[config.mk]
export PLATFORM = sky130hd
export DESIGN_NAME = relative_branch_exec
export DESIGN_NICKNAME = d
export VERILOG_FILES = /design/src/relative_branch_pkg.sv /design/src/branch_opcode_decoder.sv /design/src/branch_target_calc.sv /design/src/relative_branch_exec.sv
export SDC_FILE = /design/constraint.sdc
export NUM_CORES = 1
export LEC_CHECK = 0
export ABC_AREA = 1
export BUFFER_PORTS_ARGS = -buffer_cell sky130_fd_sc_hd__clkbuf_2
export CAP_MARGIN = 20
export CORE_AREA = 3 3 298 300
export DETAILED_ROUTE_END_ITERATION = 16
export DIE_AREA = 0 0 301 303
export PLACE_DENSITY = 0.6
export SYNTH_ARGS = -nofsm -noshare
export SYNTH_HDL_FRONTEND = slang
export SYNTH_SLANG_ARGS = --single-unit
[constraint.sdc]
create_clock -name sys_clk -period 11.3 [get_ports sys_clk]
set_input_delay 1.13 -clock sys_clk [delete_from_list [all_inputs] [get_ports sys_clk]]
set_output_delay 1.13 -clock sys_clk [all_outputs]
set_load 0.005 [all_outputs]
[src/relative_branch_pkg.sv]
// Summary of operation
// - unconditional branch loads pc with pc plus displacement and resumes there
// - relative base is the address of the word following the branch
// - displacement is a signed 32-bit two's complement value
// - unconditional branch takes short field, long extension word or address register
// - short 15-bit displacement is sign-extended before the add
// - neither branch touches condition, exception status or sticky exception bits
// - unconditional branch costs six cycles plus jump extra, one word plus extension
// - bit-test branch jumps to the relative target when the tested bit is zero
// - when the tested bit is one, pc advances to the next instruction
// - address register update from the addressing mode happens taken or not
// - bit-test branch always fetches a 32-bit displacement extension word
// - source may be memory-alterable, absolute short, short i/o or core register
// - effective address uses eight registers, indirect only, no long offset mode
// - testing the upper stack word pops the stack, stack pointer minus one
// - bit position is a 5-bit immediate field, 0 to 31
// - absolute short and short i/o forms carry a 7-bit address field
// - bit-test branch costs eight cycles plus jump extra, always two words
// - every memory-alterable mode except long-offset indirect may reach the bit-test source operand
package relative_branch_pkg;

  // one oscillator cycle is taken as one sys_clk period
  localparam logic [7:0]  UNC_BASE_CYCLES   = 8'h06;
  localparam logic [7:0]  BITC_BASE_CYCLES  = 8'h08;
  localparam logic [7:0]  JUMP_EXTRA_CYCLES = 8'h02;
  localparam logic [7:0]  UNC_TOTAL_CYCLES  = UNC_BASE_CYCLES + JUMP_EXTRA_CYCLES;
  localparam logic [7:0]  BITC_TOTAL_CYCLES = BITC_BASE_CYCLES + JUMP_EXTRA_CYCLES;
  localparam logic [1:0]  ONE_WORD  = 2'h1;
  localparam logic [1:0]  TWO_WORDS = 2'h2;

  // opcode patterns
  localparam logic [9:0]  UNC_SHORT_HI  = 10'h00e;
  localparam logic [6:0]  UNC_SHORT_LO  = 7'h7e;
  localparam logic [31:0] UNC_LONG_WORD = 32'h0300_3f00;
  localparam logic [14:0] UNC_REG_HI    = 15'h0181;
  localparam logic [13:0] UNC_REG_LO    = 14'h3f00;
  localparam logic [7:0]  BITC_TOP      = 8'h02;
  localparam logic [3:0]  BITC_GRP_EA   = 4'h8;
  localparam logic [3:0]  BITC_GRP_SH   = 4'ha;
  localparam logic [3:0]  BITC_GRP_REG  = 4'hb;
  localparam logic [2:0]  BITC_SUB      = 3'h2;
  localparam logic [2:0]  BIT_PAD       = 3'h0;

  // field positions
  localparam int SHORT_HI_MSB = 21;
  localparam int SHORT_HI_LSB = 14;
  localparam int SHORT_LO_MSB = 6;
  localparam int REG_SEL_MSB  = 16;
  localparam int REG_SEL_LSB  = 14;
  localparam int EA_MODE_MSB  = 19;
  localparam int EA_MODE_LSB  = 17;
  localparam int SHORT_AD_MSB = 18;
  localparam int SHORT_AD_LSB = 12;
  localparam int IO_SEL_BIT   = 19;
  localparam int CORE_REG_MSB = 19;
  localparam int CORE_REG_LSB = 13;
  localparam int SPACE_BIT    = 8;
  localparam int BITNUM_MSB   = 4;

  localparam logic [31:0] IO_SHORT_BASE = 32'hffff_ff80;
  localparam logic [6:0]  STACK_UPPER_CODE = 7'h7c;
  localparam logic        SPACE_FIRST  = 1'b0;
  localparam logic        SPACE_SECOND = 1'b1;

  // indirect address modes
  localparam logic [2:0] EA_POST_DEC_N = 3'h0;
  localparam logic [2:0] EA_POST_INC_N = 3'h1;
  localparam logic [2:0] EA_POST_DEC   = 3'h2;
  localparam logic [2:0] EA_POST_INC   = 3'h3;
  localparam logic [2:0] EA_PLAIN      = 3'h4;
  localparam logic [2:0] EA_INDEXED_N  = 3'h5;
  localparam logic [2:0] EA_LONG_OFS   = 3'h6;
  localparam logic [2:0] EA_PRE_DEC    = 3'h7;

  typedef enum logic [2:0] {
    K_NONE      = 3'b000,
    K_UNC_SHORT = 3'b001,
    K_UNC_LONG  = 3'b010,
    K_UNC_REG   = 3'b011,
    K_CLR_EA    = 3'b100,
    K_CLR_ABS   = 3'b101,
    K_CLR_IO    = 3'b110,
    K_CLR_REG   = 3'b111
  } branch_kind_t;

  typedef enum logic [1:0] {
    S_IDLE    = 2'b00,
    S_EXT     = 2'b01,
    S_OPERAND = 2'b10,
    S_RUN     = 2'b11
  } exec_state_t;

  function automatic logic [31:0] sext15(input logic [14:0] v);
    sext15 = {{17{v[14]}}, v};
  endfunction : sext15

  function automatic logic is_clr(input branch_kind_t k);
    is_clr = k[2];
  endfunction : is_clr

endpackage : relative_branch_pkg

[src/branch_opcode_decoder.sv]
`timescale 1ns/1ps
module branch_opcode_decoder
(
  input  wire logic [31:0]                  opcode,
  output relative_branch_pkg::branch_kind_t kind,
  output logic [14:0]                       short_disp,
  output logic [2:0]                        reg_sel,
  output logic [2:0]                        ea_mode,
  output logic [6:0]                        short_addr,
  output logic [6:0]                        core_reg,
  output logic                              space_sel,
  output logic [4:0]                        bit_num
);
  import relative_branch_pkg::*;

  logic clr_common;

  always_comb
  begin
    short_disp = {opcode[SHORT_HI_MSB:SHORT_HI_LSB], opcode[SHORT_LO_MSB:0]};
    reg_sel    = opcode[REG_SEL_MSB:REG_SEL_LSB];
    ea_mode    = opcode[EA_MODE_MSB:EA_MODE_LSB];
    short_addr = opcode[SHORT_AD_MSB:SHORT_AD_LSB];
    core_reg   = opcode[CORE_REG_MSB:CORE_REG_LSB];
    space_sel  = opcode[SPACE_BIT];
    bit_num    = opcode[BITNUM_MSB:0];
    clr_common = (opcode[31:24] == BITC_TOP) && (opcode[11:9] == BITC_SUB)
                 && (opcode[7:5] == BIT_PAD);
    kind       = K_NONE;
    if ((opcode[31:22] == UNC_SHORT_HI) && (opcode[13:7] == UNC_SHORT_LO))
      kind = K_UNC_SHORT;
    else if (opcode == UNC_LONG_WORD)
      kind = K_UNC_LONG;
    else if ((opcode[31:17] == UNC_REG_HI) && (opcode[13:0] == UNC_REG_LO))
      kind = K_UNC_REG;
    else if (clr_common)
    begin
      case (opcode[23:20])
        // long-offset indirect has no room beside the displacement word
        BITC_GRP_EA:  kind = (opcode[13:12] == 2'h0 && ea_mode != EA_LONG_OFS) ? K_CLR_EA : K_NONE;
        BITC_GRP_SH:  kind = opcode[IO_SEL_BIT] ? K_CLR_IO : K_CLR_ABS;
        BITC_GRP_REG: kind = (opcode[12] == 1'b0 && opcode[SPACE_BIT] == 1'b0) ? K_CLR_REG : K_NONE;
        default:       kind = K_NONE;
      endcase
    end
  end

endmodule : branch_opcode_decoder

[src/branch_target_calc.sv]
`timescale 1ns/1ps
module branch_target_calc
(
  input  relative_branch_pkg::branch_kind_t kind,
  input  wire logic [14:0]                  short_disp,
  input  wire logic [31:0]                  long_disp,
  input  wire logic [31:0]                  reg_disp,
  input  wire logic [31:0]                  pc_base,
  output logic [31:0]                       target
);
  import relative_branch_pkg::*;

  logic [31:0] disp;

  always_comb
  begin
    case (kind)
      K_UNC_SHORT: disp = sext15(short_disp);
      K_UNC_REG:   disp = reg_disp;
      default:     disp = long_disp;
    endcase
    // modulo 2^32 add is the same for signed and unsigned operands
    target = pc_base + disp;
  end

endmodule : branch_target_calc

[src/relative_branch_exec.sv]
`timescale 1ns/1ps
module relative_branch_exec
(
  input  wire logic             sys_clk,
  input  wire logic             rst_n,
  input  wire logic             instr_valid,
  input  wire logic [31:0]      instr_word,
  input  wire logic [31:0]      instr_pc,
  input  wire logic             ext_valid,
  input  wire logic [31:0]      ext_word,
  input  wire logic [7:0][31:0] addr_regs,
  input  wire logic [7:0][31:0] offset_regs,
  input  wire logic             operand_ack,
  input  wire logic [31:0]      operand_data,
  output logic                  busy,
  output logic                  illegal_instr,
  output logic                  ext_req,
  output logic                  operand_req,
  output logic                  operand_is_reg,
  output logic                  operand_space,
  output logic [31:0]           operand_addr,
  output logic [6:0]            operand_reg_code,
  output logic                  ar_write,
  output logic [2:0]            ar_index,
  output logic [31:0]           ar_value,
  output logic                  sp_decrement,
  output logic                  status_write,
  output logic                  pc_load,
  output logic [31:0]           pc_value,
  output logic                  branch_taken,
  output logic [7:0]            cycle_count,
  output logic [1:0]            word_count
);
  import relative_branch_pkg::*;

  logic         rst_meta;
  logic         rst_sync_n;

  always_ff @(posedge sys_clk or negedge rst_n)
  begin
    if (!rst_n)
    begin
      rst_meta   <= 1'b0;
      rst_sync_n <= 1'b0;
    end
    else
    begin
      rst_meta   <= 1'b1;
      rst_sync_n <= rst_meta;
    end
  end

  branch_kind_t dec_kind;
  logic [14:0]  dec_short;
  logic [2:0]   dec_reg;
  logic [2:0]   dec_mode;
  logic [6:0]   dec_addr;
  logic [6:0]   dec_core;
  logic         dec_space;
  logic [4:0]   dec_bit;

  branch_opcode_decoder u_decoder (
    .opcode     (instr_word),
    .kind       (dec_kind),
    .short_disp (dec_short),
    .reg_sel    (dec_reg),
    .ea_mode    (dec_mode),
    .short_addr (dec_addr),
    .core_reg   (dec_core),
    .space_sel  (dec_space),
    .bit_num    (dec_bit)
  );

  // returns {update, address, new register value}
  function automatic logic [64:0] ea_eval(input logic [2:0] mode, input logic [31:0] rn, input logic [31:0] nn);
    logic [31:0] addr;
    logic [31:0] upd;
    logic        wr;
    addr = rn;
    upd  = rn;
    wr   = 1'b1;
    case (mode)
      EA_POST_DEC_N: upd = rn - nn;
      EA_POST_INC_N: upd = rn + nn;
      EA_POST_DEC:   upd = rn - 32'h0000_0001;
      EA_POST_INC:   upd = rn + 32'h0000_0001;
      EA_INDEXED_N:
      begin
        addr = rn + nn;
        wr   = 1'b0;
      end
      EA_PRE_DEC:
      begin
        addr = rn - 32'h0000_0001;
        upd  = addr;
      end
      default:       wr = 1'b0;
    endcase
    ea_eval = {wr, addr, upd};
  endfunction : ea_eval

  exec_state_t  state;
  exec_state_t  next_state;
  branch_kind_t kind;
  branch_kind_t next_kind;
  logic [14:0]  short_disp;
  logic [14:0]  next_short_disp;
  logic [31:0]  disp;
  logic [31:0]  next_disp;
  logic [31:0]  pc_base;
  logic [31:0]  next_pc_base;
  logic [31:0]  reg_disp;
  logic [31:0]  next_reg_disp;
  logic [4:0]   bit_sel;
  logic [4:0]   next_bit_sel;
  logic         tested_bit;
  logic         next_tested_bit;
  logic         pend_upd;
  logic         next_pend_upd;
  logic [31:0]  pend_value;
  logic [31:0]  next_pend_value;
  logic         pend_pop;
  logic         next_pend_pop;
  logic [7:0]   cnt;
  logic [7:0]   next_cnt;
  logic [7:0]   total;
  logic [31:0]  target;
  logic [64:0]  ea_res;

  logic         next_busy;
  logic         next_illegal_instr;
  logic         next_ext_req;
  logic         next_operand_req;
  logic         next_operand_is_reg;
  logic         next_operand_space;
  logic [31:0]  next_operand_addr;
  logic [6:0]   next_operand_reg_code;
  logic         next_ar_write;
  logic [2:0]   next_ar_index;
  logic [31:0]  next_ar_value;
  logic         next_sp_decrement;
  logic         next_pc_load;
  logic [31:0]  next_pc_value;
  logic         next_branch_taken;
  logic [7:0]   next_cycle_count;
  logic [1:0]   next_word_count;

  branch_target_calc u_target (
    .kind       (kind),
    .short_disp (short_disp),
    .long_disp  (disp),
    .reg_disp   (reg_disp),
    .pc_base    (pc_base),
    .target     (target)
  );

  assign total  = is_clr(kind) ? BITC_TOTAL_CYCLES : UNC_TOTAL_CYCLES;
  assign ea_res = ea_eval(dec_mode, addr_regs[dec_reg], offset_regs[dec_reg]);

  always_comb
  begin
    next_state            = state;
    next_kind             = kind;
    next_short_disp       = short_disp;
    next_disp             = disp;
    next_pc_base          = pc_base;
    next_reg_disp         = reg_disp;
    next_bit_sel          = bit_sel;
    next_tested_bit       = tested_bit;
    next_pend_upd         = pend_upd;
    next_pend_value       = pend_value;
    next_pend_pop         = pend_pop;
    next_cnt              = (cnt == 8'hff) ? cnt : cnt + 8'h01;
    next_busy             = busy;
    next_illegal_instr    = 1'b0;
    next_ext_req          = 1'b0;
    next_operand_req      = 1'b0;
    next_operand_is_reg   = operand_is_reg;
    next_operand_space    = operand_space;
    next_operand_addr     = operand_addr;
    next_operand_reg_code = operand_reg_code;
    next_ar_write         = 1'b0;
    next_ar_index         = ar_index;
    next_ar_value         = ar_value;
    next_sp_decrement     = 1'b0;
    next_pc_load          = 1'b0;
    next_pc_value         = pc_value;
    next_branch_taken     = branch_taken;
    next_cycle_count      = cycle_count;
    next_word_count       = word_count;
    case (state)
      S_IDLE:
      begin
        if (instr_valid)
        begin
          if (dec_kind == K_NONE)
            next_illegal_instr = 1'b1;
          else
          begin
            next_kind       = dec_kind;
            next_short_disp = dec_short;
            next_reg_disp   = addr_regs[dec_reg];
            next_pc_base    = instr_pc + 32'h0000_0001;
            next_bit_sel    = dec_bit;
            next_cnt        = 8'h01;
            next_busy       = 1'b1;
            next_operand_is_reg   = (dec_kind == K_CLR_REG);
            next_operand_space    = dec_space;
            next_operand_reg_code = dec_core;
            next_ar_index         = dec_reg;
            next_pend_upd   = (dec_kind == K_CLR_EA) && ea_res[64];
            next_pend_value = ea_res[31:0];
            next_pend_pop   = (dec_kind == K_CLR_REG) && (dec_core == STACK_UPPER_CODE);
            case (dec_kind)
              K_CLR_EA:  next_operand_addr = ea_res[63:32];
              K_CLR_ABS: next_operand_addr = {25'h0, dec_addr};
              K_CLR_IO:  next_operand_addr = IO_SHORT_BASE | {25'h0, dec_addr};
              default:   next_operand_addr = operand_addr;
            endcase
            next_cycle_count = is_clr(dec_kind) ? BITC_TOTAL_CYCLES : UNC_TOTAL_CYCLES;
            if ((dec_kind == K_UNC_SHORT) || (dec_kind == K_UNC_REG))
            begin
              next_word_count = ONE_WORD;
              next_state      = S_RUN;
            end
            else
            begin
              next_word_count = TWO_WORDS;
              next_ext_req    = 1'b1;
              next_state      = S_EXT;
            end
          end
        end
      end
      S_EXT:
      begin
        next_ext_req = ~ext_valid;
        if (ext_valid)
        begin
          next_disp    = ext_word;
          // the following instruction sits after the extension word
          next_pc_base = pc_base + 32'h0000_0001;
          if (is_clr(kind))
          begin
            next_operand_req = 1'b1;
            next_state       = S_OPERAND;
          end
          else
            next_state = S_RUN;
        end
      end
      S_OPERAND:
      begin
        next_operand_req = ~operand_ack;
        if (operand_ack)
        begin
          next_tested_bit   = operand_data[bit_sel];
          next_ar_write     = pend_upd;
          next_ar_value     = pend_value;
          next_sp_decrement = pend_pop;
          next_state        = S_RUN;
        end
      end
      S_RUN:
      begin
        if (cnt >= total - 8'h01)
        begin
          next_pc_load      = 1'b1;
          next_branch_taken = is_clr(kind) ? ~tested_bit : 1'b1;
          next_pc_value     = next_branch_taken ? target : pc_base;
          next_busy         = 1'b0;
          next_state        = S_IDLE;
        end
      end
      default: next_state = S_IDLE;
    endcase
  end

  always_ff @(posedge sys_clk or negedge rst_sync_n)
  begin
    if (!rst_sync_n)
    begin
      state            <= S_IDLE;
      kind             <= K_NONE;
      short_disp       <= 15'h0000;
      disp             <= 32'h0000_0000;
      pc_base          <= 32'h0000_0000;
      reg_disp         <= 32'h0000_0000;
      bit_sel          <= 5'h00;
      tested_bit       <= 1'b0;
      pend_upd         <= 1'b0;
      pend_value       <= 32'h0000_0000;
      pend_pop         <= 1'b0;
      cnt              <= 8'h00;
      busy             <= 1'b0;
      illegal_instr    <= 1'b0;
      ext_req          <= 1'b0;
      operand_req      <= 1'b0;
      operand_is_reg   <= 1'b0;
      operand_space    <= SPACE_FIRST;
      operand_addr     <= 32'h0000_0000;
      operand_reg_code <= 7'h00;
      ar_write         <= 1'b0;
      ar_index         <= 3'h0;
      ar_value         <= 32'h0000_0000;
      sp_decrement     <= 1'b0;
      status_write     <= 1'b0;
      pc_load          <= 1'b0;
      pc_value         <= 32'h0000_0000;
      branch_taken     <= 1'b0;
      cycle_count      <= 8'h00;
      word_count       <= 2'h0;
    end
    else
    begin
      state            <= next_state;
      kind             <= next_kind;
      short_disp       <= next_short_disp;
      disp             <= next_disp;
      pc_base          <= next_pc_base;
      reg_disp         <= next_reg_disp;
      bit_sel          <= next_bit_sel;
      tested_bit       <= next_tested_bit;
      pend_upd         <= next_pend_upd;
      pend_value       <= next_pend_value;
      pend_pop         <= next_pend_pop;
      cnt              <= next_cnt;
      busy             <= next_busy;
      illegal_instr    <= next_illegal_instr;
      ext_req          <= next_ext_req;
      operand_req      <= next_operand_req;
      operand_is_reg   <= next_operand_is_reg;
      operand_space    <= next_operand_space;
      operand_addr     <= next_operand_addr;
      operand_reg_code <= next_operand_reg_code;
      ar_write         <= next_ar_write;
      ar_index         <= next_ar_index;
      ar_value         <= next_ar_value;
      sp_decrement     <= next_sp_decrement;
      status_write     <= 1'b0;
      pc_load          <= next_pc_load;
      pc_value         <= next_pc_value;
      branch_taken     <= next_branch_taken;
      cycle_count      <= next_cycle_count;
      word_count       <= next_word_count;
    end
  end

  a_status_untouched: assert property (@(posedge sys_clk) disable iff (!rst_sync_n) !status_write)
    else $error("status bits written by a branch");
  a_uncond_taken: assert property (@(posedge sys_clk) disable iff (!rst_sync_n)
    (pc_load && !is_clr(kind)) |-> (branch_taken && pc_value == pc_base + $past(u_target.disp)))
    else $error("unconditional branch did not jump to pc plus displacement");
  a_clr_on_zero: assert property (@(posedge sys_clk) disable iff (!rst_sync_n)
    (pc_load && is_clr(kind)) |-> (branch_taken == !tested_bit))
    else $error("bit-clear branch decision does not match tested bit");
  a_set_falls_through: assert property (@(posedge sys_clk) disable iff (!rst_sync_n)
    (pc_load && is_clr(kind) && tested_bit) |-> (pc_value == pc_base))
    else $error("not-taken branch did not continue sequentially");
  a_short_sign_ext: assert property (@(posedge sys_clk) disable iff (!rst_sync_n)
    (state == S_IDLE && instr_valid && dec_kind == K_UNC_SHORT)
    |=> (state == S_RUN && pc_base == $past(instr_pc) + 32'h0000_0001
         && u_target.disp == sext15($past(dec_short))))
    else $error("short branch base or displacement wrong");
  a_uncond_cycles: assert property (@(posedge sys_clk) disable iff (!rst_sync_n)
    (pc_load && !is_clr(kind)) |-> ($past(cnt) >= UNC_TOTAL_CYCLES - 8'h01))
    else $error("unconditional branch finished too early");
  a_clr_cycles: assert property (@(posedge sys_clk) disable iff (!rst_sync_n)
    (pc_load && is_clr(kind)) |-> ($past(cnt) >= BITC_TOTAL_CYCLES - 8'h01 && word_count == TWO_WORDS))
    else $error("bit-test branch timing or length wrong");
  a_ext_fetched: assert property (@(posedge sys_clk) disable iff (!rst_sync_n)
    (state == S_IDLE && instr_valid && is_clr(dec_kind)) |=> (ext_req && state == S_EXT))
    else $error("bit-test branch did not request its extension word");
  a_stack_pop: assert property (@(posedge sys_clk) disable iff (!rst_sync_n)
    (state == S_OPERAND && operand_ack) |=> (sp_decrement == $past(pend_pop)))
    else $error("upper stack read did not pop");
  a_ar_update_any: assert property (@(posedge sys_clk) disable iff (!rst_sync_n)
    (state == S_OPERAND && operand_ack && pend_upd) |=> (ar_write && ar_value == $past(pend_value)))
    else $error("address register update skipped");
  a_long_ofs_refused: assert property (@(posedge sys_clk) disable iff (!rst_sync_n)
    (state == S_IDLE && instr_valid && dec_kind == K_NONE) |=> (illegal_instr && !busy))
    else $error("unsupported opcode not refused");

endmodule : relative_branch_exec

==> run_results.csv <==
group,metric,value,unit
timing,tightest_slew,1198,ps
detailed_routing,drc,0,
yosys,yosys-top-cells-area,"dfrtp_1 25%, nand2_1 15%, nor2_1 8.6%, inv_1 7.3%, o21ai_0 6.5%",
finish,regArea,0.006785,mm²
yosys,seq_area_frac_synth,25.31,%
floorplanning,die_area,0.09120,mm²
floorplanning,fp-row-count,108,
worst_hold_path,hp-class,"register to asynchronous set/reset pin",
yosys,synth_compound_area_share,19.88,%
placed_design,dp.cells,6112,
yosys,synth_seq_cells,271,
yosys,avgSynthCellArea,6.150,µm²
detailed_routing,wl_per_cell,24.12,µm
yosys,synth_cell_type_count,60,
floorplanning,chipHeight,303,µm
timing,fmax,156.9,MHz
worst_setup_path,cp.arrival,6810,ps
worst_setup_path,timing.critical_path.fanout_max,146,
grt,antenna_found_initial,32,
worst_setup_path,slowest_stage,"o21ai_0",
yosys,synth_top_family_by_area,"simple AND/OR/NAND/NOR gates",
power,powerDensity,167.5,mW/mm²
placed_design,gp_congestion,1.032,
timing,finalWorstSetupSlack,4925,ps
timing,slew_viol_final,0,
yosys,synth_area,0.02679,mm²
grt,grt_pass1_vias,31280,
yosys,synth.top_cell.area_share,25.31,%
yosys,synth_edf_count,0,
yosys,yosysWarnings,0,
detailed_routing,antenna_left,0,
floorplanning,initial_core_util,30.98,%
finish,multi_input_area,0.01694,mm²
grt,overflow,0,
floorplanning,fp.dieW,301,µm
clock_network,htreeDepth,1,
placed_design,port_buffers,764,
yosys,async_flop_share,100.0,%
detailed_routing,first_pass_iters,5,
worst_setup_path,critPathMaxStageDelay,560,ps
timing,tns,0,ps
detailed_routing,drt-initial-drc-count,2873,
finish,fin_util,37.51,%
worst_setup_path,startpoint_type,"input port",
grt,grt_first_pass_wirelength,210.2,mm
power,leakage,0.01749,µW
clock_network,ctsLongestPathBuffers,3,
clock_network,tritoncts,"built",
clock_network,numClockSinks,271,
timing,hold_viol,0,
placed_design,dpl.hpwl,124.2,mm
grt,grt_busiest_layer,"met2",
worst_setup_path,crit_path_end_kind,"register",
grt,globalRouteMet2Util,52.71,%
worst_setup_path,required,11730,ps
clock_network,postCtsSetupRepairBufs,0,
finish,final_common_cell,"nand2_1",
grt,grt_usage,31.33,%
floorplanning,ios,772,
worst_setup_path,crit_path_frequent_cell,"nand2_1",
yosys,yosys.area_share.simple,33.55,%
timing,clock_skew,32.15,ps
finish,n_fill_cell,9693,
worst_setup_path,critPathKind,"input port to register",
timing,finalSetupViolations,0,
finish,final_cell_mix,"1060 x nand2_1, 761 x clkbuf_2, 609 x nor2_1, 522 x inv_1, 349 x o21ai_0",
yosys,syn_inst,4357,
outcome,status,"complete, no violations",
clock_network,clockRootBuffer,"clkbuf_16",
floorplanning,coreArea,0.08648,mm²
detailed_routing,drt-total-wl,149.5,mm
placed_design,dpl_worst_slack,4484,ps
clock_network,numCtsBuffers,31,
clock_network,hold_buffers,0,
clock_network,clk_pin_slew,70,ps
timing,rsz0062_at_grt,"false",
yosys,muxShareOfSynthArea,1.532,%
power,finalPower,5433,µW
timing,slew_headroom,19.62,%
clock_network,clock_latency,610,ps
detailed_routing,vias,32370,
yosys,synth_fa_ha_area_share,5.081,%
grt,met3_usage,4.301,%
finish,fin_cells,6199,
grt,grt_max_degree,147,
finish,drive_gt1_share,19.48,%
finish,area_growth,21.08,%
clock_network,postCtsResizedCells,0,
run,cap_violations,0,
grt,grt.met1_usage,36.70,%
yosys,yosysTopAreaCell,"dfrtp_1",
timing,finalCriticalPeriod,6375,ps
finish,nNetsFinal,5743,
power,ir_drop,152.0,µV
yosys,yosys_most_used_dff,"dfrtp_1",
detailed_routing,vias_per_cell,5.221,
timing,min_period_over_period,56.41,%
yosys,synthXorXnorAreaFrac,2.942,%
## final cells by class
| cell class | count | share of cell area, % |
|---|---|---|
| multi-input cells | 3352 | 52.22 |
| flip-flops and latches | 271 | 20.91 |
| repair buffers | 802 | 12.78 |
| inverters | 533 | 6.198 |
| well taps | 1155 | 4.454 |
| clock buffers | 43 | 2.684 |
| clock inverters | 14 | 0.5245 |
| diodes | 29 | 0.2237 |
## layer usage
layer | vias up | wire, µm
met4 | 4 | 11700
met1 | 15150 | 57300
met2 | 1381 | 70950
li1 | 15540 | -
met5 | - | 27
met3 | 295 | 9555
## worst max-delay path: cells and delay by family
family / cells / cell delay [ps]
and+or+nand+nor: 19 / 2480
buffers and inverters: 4 / 1380
adders and majority gates: 1 / 380
AOI/OAI and AO/OA: 5 / 1190
## path summary, 6_finish.rpt
check / depth (start not counted) / endpoint / start / slack [ps]
worst max-delay path: 29 / pend_value[29] / instr_word[14] / 4930
worst min-delay path: 0 / pc_base[21] / rst_sync_n / 220
worst max register to register: 18 / pc_value[24] / kind[1] / 6670
worst min register to register: 0 / pc_base[21] / rst_sync_n / 220
max in group asynchronous: 2 / operand_addr[11] / rst_sync_n / 9040
min in group sys_clk: 0 / rst_sync_n / rst_meta / 350
## stage by stage
step / hold WS, ps / area [µm²]
2_1_floorplan: 331.2 / 26820
3_3_place_gp: 254.3 / 31320
3_5_place_dp: 249.1 / 31320
4_1_cts: 234.7 / 32360
5_1_grt: 265.0 / 32430
6_report: 223.0 / 32440
## synth_stat cells, drive strengths merged, types with 13 or more instances
cell / n
nor2: 628
a21boi: 23
nor3: 52
a21o: 18
a21oi: 271
o21ai: 440
o21a: 13
o22ai: 45
xor2: 74
or2: 40
buf: 134
nor4: 19
nand3: 308
clkbuf: 73
o211ai: 50
xnor2: 16
nand2: 1063
nand4: 44
mux2: 32
dfrtp: 271
inv: 530
ha: 104
## kinds of logic (layout without fill, tap and decap cells)
kind of cell | Yosys count | count (layout)
mux | 37 | 37
xor+xnor | 90 | 90
fa+ha+maj | 107 | 107
compound gates | 941 | 941
other cells | 2 | 37
buf+inv | 740 | 1392
flops | 271 | 271
simple gates | 2169 | 2169
## where the power goes
group	switching [µW]	total (µW)	internal (µW)
Sequential	187	1390	1200
Clock	451	1060	607
Combinational	1940	2980	1040
Note: power is estimated with default switching activity, not from simulation.
